===== config.mk =====
export PLATFORM = sky130hd
export DESIGN_NAME = irqen_top
export DESIGN_NICKNAME = d
export VERILOG_FILES = /design/src/design/irqen_sync.v /design/src/design/irqen_top.v
export VERILOG_INCLUDE_DIRS = /design/src /design/src/design
export SDC_FILE = /design/constraint.sdc
export NUM_CORES = 1
export LEC_CHECK = 0
export ABC_AREA = 1
export BUFFER_PORTS_ARGS = -buffer_cell sky130_fd_sc_hd__buf_2
export CORE_AREA = 5 5 66 68
export CTS_CLUSTER_DIAMETER = 30
export CTS_CLUSTER_SIZE = 8
export DETAILED_ROUTE_END_ITERATION = 12
export DIE_AREA = 0 0 71 73
export GPL_ROUTABILITY_DRIVEN = 0
export GPL_TIMING_DRIVEN = 0
export HOLD_SLACK_MARGIN = 0.02
export SYNTH_ARGS = -nofsm -noshare
export SYNTH_HDL_FRONTEND = slang
export SYNTH_SLANG_ARGS = --single-unit

===== constraint.sdc =====
create_clock -name clock_in -period 2.5 [get_ports clock_in]
set_input_delay 0.25 -clock clock_in [delete_from_list [all_inputs] [get_ports clock_in]]
set_output_delay 0.25 -clock clock_in [all_outputs]
set_load 0.01 [all_outputs]

===== src/design/irqen_consts.vh =====
/*
 Constants of the interrupt request and enable block: register
 addresses, bit positions, reset values.
 Assumes inclusion by bare name from the block's design files.
*/
`ifndef IRQEN_CONSTS_VH
`define IRQEN_CONSTS_VH

// Register addresses on the special function bus
`define IRQEN_ADDR_REQ 8'hc0
`define IRQEN_ADDR_EN  8'ha8

// Request register bit positions
`define IRQEN_BIT_EXT6   5
`define IRQEN_BIT_T2OVF  6
`define IRQEN_BIT_T2RLD  7

// Enable register bit positions
`define IRQEN_BIT_EX0  0
`define IRQEN_BIT_ET0  1
`define IRQEN_BIT_EX1  2
`define IRQEN_BIT_ET1  3
`define IRQEN_BIT_ES   4
`define IRQEN_BIT_ET2  5
`define IRQEN_BIT_WDT  6
`define IRQEN_BIT_EAL  7

// Reset values
`define IRQEN_REQ_RST 3'h0
`define IRQEN_EN_RST  8'h00

`endif


===== src/design/irqen_sync.v =====
/*
 Two flip-flop synchroniser with a registered falling and rising
 edge pulse behind it.
 Assumes an asynchronous level input and the block clock.
*/
`timescale 1ns/1ps
module irqen_sync
(
	// Clock and reset
	input  wire clock_in,
	input  wire rst_in,
	// Asynchronous level
	input  wire level_in,
	// Synchronised level and edge pulses
	output reg  level_out,
	output reg  fall_out,
	output reg  rise_out
);
	reg meta_reg;
	reg sync_reg;

	// Two stages, then an edge detector on the second stage only
	always @(posedge clock_in)
	begin
		if (rst_in)
		begin
			meta_reg  <= 1'b1;
			sync_reg  <= 1'b1;
			level_out <= 1'b1;
			fall_out  <= 1'b0;
			rise_out  <= 1'b0;
		end
		else
		begin
			meta_reg  <= level_in;
			sync_reg  <= meta_reg;
			level_out <= sync_reg;
			fall_out  <= level_out & ~sync_reg;
			rise_out  <= ~level_out & sync_reg;
		end
	end
endmodule


===== src/design/irqen_top.v =====
/*
 Interrupt request flags (external 6 edge, timer 2 overflow, timer 2
 reload) and the first interrupt enable register, with the gated
 per-source requests the core's vectoring logic reads.
 Assumes: a core bus with one-cycle read and write strobes, events
 from timer and compare logic on the same clock, and three external
 pins that are asynchronous.
*/
// Chosen here: the strobed register port.
`timescale 1ns/1ps
`include "irqen_consts.vh"
module irqen_top
(
	// Clock and reset
	input  wire       clock_in,
	input  wire       rst_in,
	// Register port
	input  wire [7:0] addr_in,
	input  wire [7:0] wdata_in,
	input  wire       wr_in,
	input  wire       rd_in,
	output reg  [7:0] rdata_out,
	// Pins
	input  wire       ext_input_a_in,
	input  wire       timer2_reload_pin_in,
	input  wire       ext6_rising_sel_in,
	// Events from same-clock logic
	input  wire       compare_channel3_in,
	input  wire       timer2_overflow_in,
	input  wire       timer2_reload_pin_enable_in,
	// Raw requests of sources held elsewhere
	input  wire       ext_int0_req_in,
	input  wire       timer0_req_in,
	input  wire       ext_int1_req_in,
	input  wire       timer1_req_in,
	input  wire       serial_req_in,
	// Service acknowledge of the external 6 vector
	input  wire       ext6_ack_in,
	// Gated requests to the core, and the ungated external 6 flag
	output reg        ext_int0_irq_out,
	output reg        timer0_irq_out,
	output reg        ext_int1_irq_out,
	output reg        timer1_irq_out,
	output reg        serial_irq_out,
	output reg        timer2_irq_out,
	output reg        ext6_flag_out,
	// Watchdog restart pulse
	output reg        watchdog_restart_out,
	// Reload happened on the pin
	output reg        timer2_reload_out
);
	// Request flags and enables
	reg        ext_ext_input_a_edge_flag_reg;
	reg        timer2_overflow_flag_reg;
	reg        timer2_reload_request_flag_reg;
	reg  [7:0] interrupt_enable_first_reg;
	reg        ext_ext_input_a_edge_flag_next;
	reg        timer2_overflow_flag_next;
	reg        timer2_reload_request_flag_next;
	reg  [7:0] interrupt_enable_first_next;

	// Synchronised pin edges
	wire       ext6_fall;
	wire       ext6_rise;
	wire       reload_fall;
	reg  [1:0] ext6_sel_sync_reg;

	// Decode helpers
	wire       wr_req;
	wire       wr_en;
	wire       ext6_event;
	wire       reload_event;
	wire       global_int_enable;

	// Address match, used for reads and writes
	function hit;
		input [7:0] addr;
		input [7:0] reg_addr;
		begin
			hit = (addr == reg_addr);
		end
	endfunction

	// External 6 pin synchroniser with edge detection
	irqen_sync ext6_sync
	(
		.clock_in  (clock_in),
		.rst_in    (rst_in),
		.level_in  (ext_input_a_in),
		.level_out (),
		.fall_out  (ext6_fall),
		.rise_out  (ext6_rise)
	);

	// Reload pin synchroniser, falling edge only used
	irqen_sync reload_sync
	(
		.clock_in  (clock_in),
		.rst_in    (rst_in),
		.level_in  (timer2_reload_pin_in),
		.level_out (),
		.fall_out  (reload_fall),
		.rise_out  ()
	);

	// Edge select strap is a pin, synchronise it
	always @(posedge clock_in)
	begin
		if (rst_in)
			ext6_sel_sync_reg <= 2'h0;
		else
			ext6_sel_sync_reg <= {ext6_sel_sync_reg[0], ext6_rising_sel_in};
	end

	assign wr_req = wr_in & hit(addr_in, `IRQEN_ADDR_REQ);
	assign wr_en  = wr_in & hit(addr_in, `IRQEN_ADDR_EN);
	assign global_int_enable    = interrupt_enable_first_reg[`IRQEN_BIT_EAL];

	// Qualifying pin edge or compare match
	assign ext6_event = (ext6_sel_sync_reg[1] ? ext6_rise : ext6_fall)
		| compare_channel3_in;
	// Reload only counts while the reload pin is enabled
	assign reload_event = reload_fall & timer2_reload_pin_enable_in;

	// Flag next values: write first, hardware set wins over clear
	always @*
	begin
		ext_ext_input_a_edge_flag_next         = ext_ext_input_a_edge_flag_reg;
		timer2_overflow_flag_next       = timer2_overflow_flag_reg;
		timer2_reload_request_flag_next = timer2_reload_request_flag_reg;
		if (wr_req)
		begin
			ext_ext_input_a_edge_flag_next =
				wdata_in[`IRQEN_BIT_EXT6];
			timer2_overflow_flag_next =
				wdata_in[`IRQEN_BIT_T2OVF];
			timer2_reload_request_flag_next =
				wdata_in[`IRQEN_BIT_T2RLD];
		end
		// Servicing clears the edge flag
		if (ext6_ack_in)
			ext_ext_input_a_edge_flag_next = 1'b0;
		// Same-cycle hardware events override the write
		if (ext6_event)
			ext_ext_input_a_edge_flag_next = 1'b1;
		if (timer2_overflow_in)
			timer2_overflow_flag_next = 1'b1;
		if (reload_event)
			timer2_reload_request_flag_next = 1'b1;
	end

	// Enable register next value
	always @*
	begin
		interrupt_enable_first_next = interrupt_enable_first_reg;
		if (wr_en)
			interrupt_enable_first_next = wdata_in;
	end

	// State registers
	always @(posedge clock_in)
	begin
		if (rst_in)
		begin
			ext_ext_input_a_edge_flag_reg         <= 1'b0;
			timer2_overflow_flag_reg       <= 1'b0;
			timer2_reload_request_flag_reg <= 1'b0;
			interrupt_enable_first_reg     <= `IRQEN_EN_RST;
		end
		else
		begin
			ext_ext_input_a_edge_flag_reg         <= ext_ext_input_a_edge_flag_next;
			timer2_overflow_flag_reg       <= timer2_overflow_flag_next;
			timer2_reload_request_flag_reg <=
				timer2_reload_request_flag_next;
			// Restart bit is a command, it reads back as zero
			interrupt_enable_first_reg <= interrupt_enable_first_next
				& ~(8'h01 << `IRQEN_BIT_WDT);
		end
	end

	// Read data one cycle after the strobe, zero otherwise
	always @(posedge clock_in)
	begin
		if (rst_in)
			rdata_out <= 8'h00;
		else if (rd_in && hit(addr_in, `IRQEN_ADDR_REQ))
			rdata_out <= {timer2_reload_request_flag_reg,
				timer2_overflow_flag_reg,
				ext_ext_input_a_edge_flag_reg, 5'h00};
		else if (rd_in && hit(addr_in, `IRQEN_ADDR_EN))
			rdata_out <= interrupt_enable_first_reg;
		else
			rdata_out <= 8'h00;
	end

	// Gated requests behind the global enable, except the external 6 flag; restart and reload pulses ungated
	always @(posedge clock_in)
	begin
		if (rst_in)
		begin
			ext_int0_irq_out     <= 1'b0;
			timer0_irq_out       <= 1'b0;
			ext_int1_irq_out     <= 1'b0;
			timer1_irq_out       <= 1'b0;
			serial_irq_out       <= 1'b0;
			timer2_irq_out       <= 1'b0;
			ext6_flag_out        <= 1'b0;
			watchdog_restart_out <= 1'b0;
			timer2_reload_out    <= 1'b0;
		end
		else
		begin
			ext_int0_irq_out <= global_int_enable & ext_int0_req_in
				& interrupt_enable_first_reg[`IRQEN_BIT_EX0];
			timer0_irq_out <= global_int_enable & timer0_req_in
				& interrupt_enable_first_reg[`IRQEN_BIT_ET0];
			ext_int1_irq_out <= global_int_enable & ext_int1_req_in
				& interrupt_enable_first_reg[`IRQEN_BIT_EX1];
			timer1_irq_out <= global_int_enable & timer1_req_in
				& interrupt_enable_first_reg[`IRQEN_BIT_ET1];
			serial_irq_out <= global_int_enable & serial_req_in
				& interrupt_enable_first_reg[`IRQEN_BIT_ES];
			timer2_irq_out <= global_int_enable
				& interrupt_enable_first_reg[`IRQEN_BIT_ET2]
				& (timer2_overflow_flag_reg
				| timer2_reload_request_flag_reg);
			ext6_flag_out <= ext_ext_input_a_edge_flag_reg;
			// One pulse per write with the restart bit set
			watchdog_restart_out <= wr_en
				& wdata_in[`IRQEN_BIT_WDT];
			timer2_reload_out <= reload_event;
		end
	end
endmodule


* Yosys cells after proc, flatten, opt, wreduce, memory -nomap -nowiden *
Cells that the tools add are included.

storage, ports and cells
  flip-flop bits (word level) = 39
  input bits = 32
  output and inout bits = 17
  word-level logic and storage cells = 69

operators by class
  equality and inequality tests = 2
  mux-type cells = 10
  bitwise gates (word level) = 25
  reductions and logical operators = 6

operators with widths
  cell                count
  $and 1x1->1         19
  $eq 8x8->1 const B  2
  $mux 8              2
  $mux 1              8
  $not 1->1           4
  $reduce_bool 2->1   2
  $reduce_bool 3->1   1
  $reduce_or 3->1     1
  $logic_and 1x1->1   2
  $or 1x1->1          2

* Depth between registers and ports, before layout *
  depth after elaboration = 5
  gate-level depth with buffers = 10
  mapped depth without buffers = 9

* Cells and area by module *
A second synthesis with hierarchy kept.

unflattened totals
  cell total of the unflattened synthesis = 177
  area, all modules = 1376.3 sq um

modules (own cells, without submodules)
  module      instances  cells each  area an instance (sq um)  sequential area each (sq um)
  irqen_top   1          149         1098.6                    580.6
  irqen_sync  2          14          138.9                     100.1

* Worst setup path before layout *
No wires, ideal clock.

  path kind = input to register
  start point = input addr_in[0]
  end point = register interrupt_enable_first_reg[0]
  setup time = 113 ps
  arrival time = 909 ps
  data required time = 2387 ps
  setup slack = 1478 ps
  cell stages on the path = 9
  buffers on the path = 1
  path through = inv_1 -> nand2_1 -> nor2_2 -> nand3_2 -> nor2_2 -> inv_2 -> buf_6 -> nor2_1 -> nor2_1

on the way
  longest elaborated chain between the ends = 2

RTL lines
  item                  line             text
  start, declared       irqen_top.v:18   input wire [7:0] addr_in,
  $eq 8x8->1            irqen_top.v:80   hit = (addr == reg_addr);
  $and 1x1->1           irqen_top.v:116  assign wr_en = wr_in & hit(addr_in, `IRQEN_ADDR_EN);
  end signal, assigned  irqen_top.v:168  interrupt_enable_first_reg <= `IRQEN_EN_RST;
  end signal, assigned  irqen_top.v:177  interrupt_enable_first_reg <= interrupt_enable_first_next
  end, declared         irqen_top.v:56   reg [7:0] interrupt_enable_first_reg;

Every way passes these cells.
A chain may end at the register's enable or synchronous reset.

* Worst setup path in the final report *
  start point = register rdata_out[5]
  end point = output rdata_out[5]

RTL lines
  item                    line             text
  start, declared         irqen_top.v:22   output reg [7:0] rdata_out,
  start signal, assigned  irqen_top.v:188  rdata_out <= {timer2_reload_request_flag_reg,
  start signal, assigned  irqen_top.v:192  rdata_out <= interrupt_enable_first_reg;

No word-level cell between the ends.

==> impl_metrics.env <==
export IMPL_yosys_top_cells_area="dfxtp_1 (57%), nor2_1 (11%), nand2_1 (10%)"
export IMPL_drc=0
export IMPL_cts_tree="done"
export IMPL_rsz0062_at_grt="no"
export IMPL_drtAntennaViolNets=0
export IMPL_maxCapViolCount=0
export IMPL_dp_hpwl_um=1992
export IMPL_first_global_vias=1077
export IMPL_synth_cell_types=20
export IMPL_fin_crit_ns=0.9852
export IMPL_critPathSlowestCell="dfxtp_1"
export IMPL_peakVddDrop_uv=315.7
export IMPL_skew_ns=0.005286
export IMPL_nets=257
export IMPL_cp_depth=1
export IMPL_r2r_slack_ns=1.59
export IMPL_root_buffer="clkbuf_8"
export IMPL_synth_fp_nets=202
export IMPL_slowest_delay_ns=0.32
export IMPL_leakage_nw=0.9201
export IMPL_syn_area_per_cell_sq_um=7.831
export IMPL_dr_first_iter_drc_count=42
export IMPL_initial_core_util_pct=35.05
export IMPL_max_freq_mhz=1015
export IMPL_yosys_area_top_type_share_pct=57.14
export IMPL_critical_path_startpoint="rdata_out[5]"
export IMPL_final_util_pct=45.52
export IMPL_io_buffers=48
export IMPL_worst_r2r_cell_count=5
export IMPL_layout_common_cells="buf_2 (48), nor2_1 (39), dfxtp_1 (38), nand2_1 (36), inv_1 (27)"
export IMPL_core_sq_um=3799
export IMPL_ctsHoldBuffers=0
export IMPL_yosysTopAreaCell="dfxtp_1"
export IMPL_status="complete, no violations"
export IMPL_die_area_sq_um=5183
export IMPL_synth_warnings=0
export IMPL_rows=23
export IMPL_critPathBufInv=1
export IMPL_cts_resized_gates=0
export IMPL_synth_seq_area_share_pct=57.14
export IMPL_synth_compound_area_share_pct=3.571
export IMPL_grt_max_degree=13
export IMPL_overflow=0
export IMPL_n_antenna_cell=0
export IMPL_cts_buffers=5
export IMPL_synth_fa_ha_area_share_pct=0
export IMPL_crit_arrival_ns=0.74
export IMPL_r2r_end="ext_ext_input_a_edge_flag_reg"
export IMPL_die_width_um=71
export IMPL_crit_required_ns=2.25
export IMPL_worstPathCellList="buf_2"
export IMPL_post_synth_inst_count=170
export IMPL_cp_start_kind="flop"
export IMPL_period_share_pct=39.41
export IMPL_synth_seq_cells=38
export IMPL_tightestPinTransition_ns=0.3957
export IMPL_worstSkewPairLatency_ns=0.29
export IMPL_cpLargestDelayFamily="flip-flops"
export IMPL_drtPass1Iterations=4
export IMPL_num_vias=1126
export IMPL_wl_per_cell_um=9.500
export IMPL_final_common_cell="buf_2"
export IMPL_h_tree_depth=2
export IMPL_grt_pass1_wl_um=4567
export IMPL_path_class="reg2out"
export IMPL_largest_register_ffs=8
export IMPL_crit_fanout=1
export IMPL_cts_setup_buffers=0
export IMPL_synthesis_area_sq_um=1331
export IMPL_grt_total_usage_pct=11.60
export IMPL_slew_violations=0
export IMPL_setup_viol=0
export IMPL_drive_gt1_share_pct=30.97
export IMPL_slew_headroom_pct=73.62
export IMPL_via_per_inst=4.080
export IMPL_final_setup_tns_ns=0
export IMPL_crit_path_end="rdata_out[5]"
export IMPL_die_h_um=73
export IMPL_wl_um=2622
export IMPL_synth_xor_area_share_pct=0
export IMPL_cts_sinks=38
export IMPL_p_per_area_nw_per_um2=645.7
export IMPL_boundaryPins=49
export IMPL_crit_path_end_kind="output port"
export IMPL_synth_top_family_by_area="simple AND/OR/NAND/NOR gates"
export IMPL_clockBufferDepth=2
export IMPL_syn_to_final_growth_pct=29.89
export IMPL_worstReg2RegStart="ext6_sel_sync_reg[1]"
export IMPL_synthMuxAreaShare_pct=0
export IMPL_antenna_found_initial=0
export IMPL_cts_clk_slew_worst_paths_ns=0.07
export IMPL_hold_violations=0
export IMPL_synthSimpleGateAreaFrac_pct=28.95
export IMPL_hold_class="in2reg"
-- stage by stage --
stage / total power, mW / hold WS [ns] / setup WS, ns / instances / cell area [sq um]
floorplan: 0.6616 / 0.3325 / 1.478 / 170 / 1331
detailed placement: 0.6952 / 0.3977 / 1.260 / 268 / 1634
CTS: 1.131 / 0.1327 / 1.504 / 276 / 1729
global placement: 0.6944 / 0.3921 / 1.273 / 268 / 1634
finish: 1.116 / 0.1361 / 1.515 / 276 / 1729
global route: 1.171 / 0.1440 / 1.429 / 276 / 1729
-- power by group --
| group | total, mW | switching [mW] | internal, mW |
|---|---|---|---|
| clock network | 0.436 | 0.215 | 0.221 |
| logic | 0.0612 | 0.0304 | 0.0307 |
| registers | 0.619 | 0.00354 | 0.616 |
-- worst min path at each step --
stage	start	endpoint	slack [ns]	depth (start not counted)
finish	timer2_reload_pin_in	reload_sync.meta_reg	0.14	2
detailed placement	reload_sync.meta_reg	reload_sync.sync_reg	0.40	1
floorplan	rst_in	ext6_flag_out	0.33	1
global route	timer2_reload_pin_in	reload_sync.meta_reg	0.14	2
CTS	timer2_reload_pin_in	reload_sync.meta_reg	0.13	2
global placement	ext6_sync.meta_reg	ext6_sync.sync_reg	0.39	1
-- synth_stat cells, drive strengths merged --
cell    number
o21ai        3
clkbuf       2
buf          1
or2          5
o31ai        1
and3         1
nand3        5
a21oi        2
o21bai       2
nand2       37
inv         29
nor3         1
dfxtp       38
nor2        42
nand4        1
-- layout make-up --
| cell class | instances | area (sq um) |
|---|---|---|
| timing repair buffer | 48 | 240.2 |
| tap | 50 | 62.56 |
| clock buffer | 6 | 82.58 |
| sequential | 38 | 760.7 |
| clock inverter | 2 | 12.51 |
| inverter | 29 | 108.9 |
| buffer | 3 | 28.78 |
| fill | 404 | 2069 |
| multi-input combinational | 100 | 432.9 |
-- routing by layer --
| metal | global-route usage, % | part of all wire [%] |
|---|---|---|
| met5 | 0 | 0 |
| met4 | 5.637 | 2.4 |
| met3 | 5.785 | 8.8 |
| met2 | 17.71 | 45 |
| met1 | 13.54 | 44 |
-- cell families (layout without fill, tap and decap cells) --
group,Yosys count,count (layout)
simple gates,92,92
flops,38,38
compound gates,8,8
buf+inv,32,88
No activity file was read; power rests on OpenSTA's default activity.
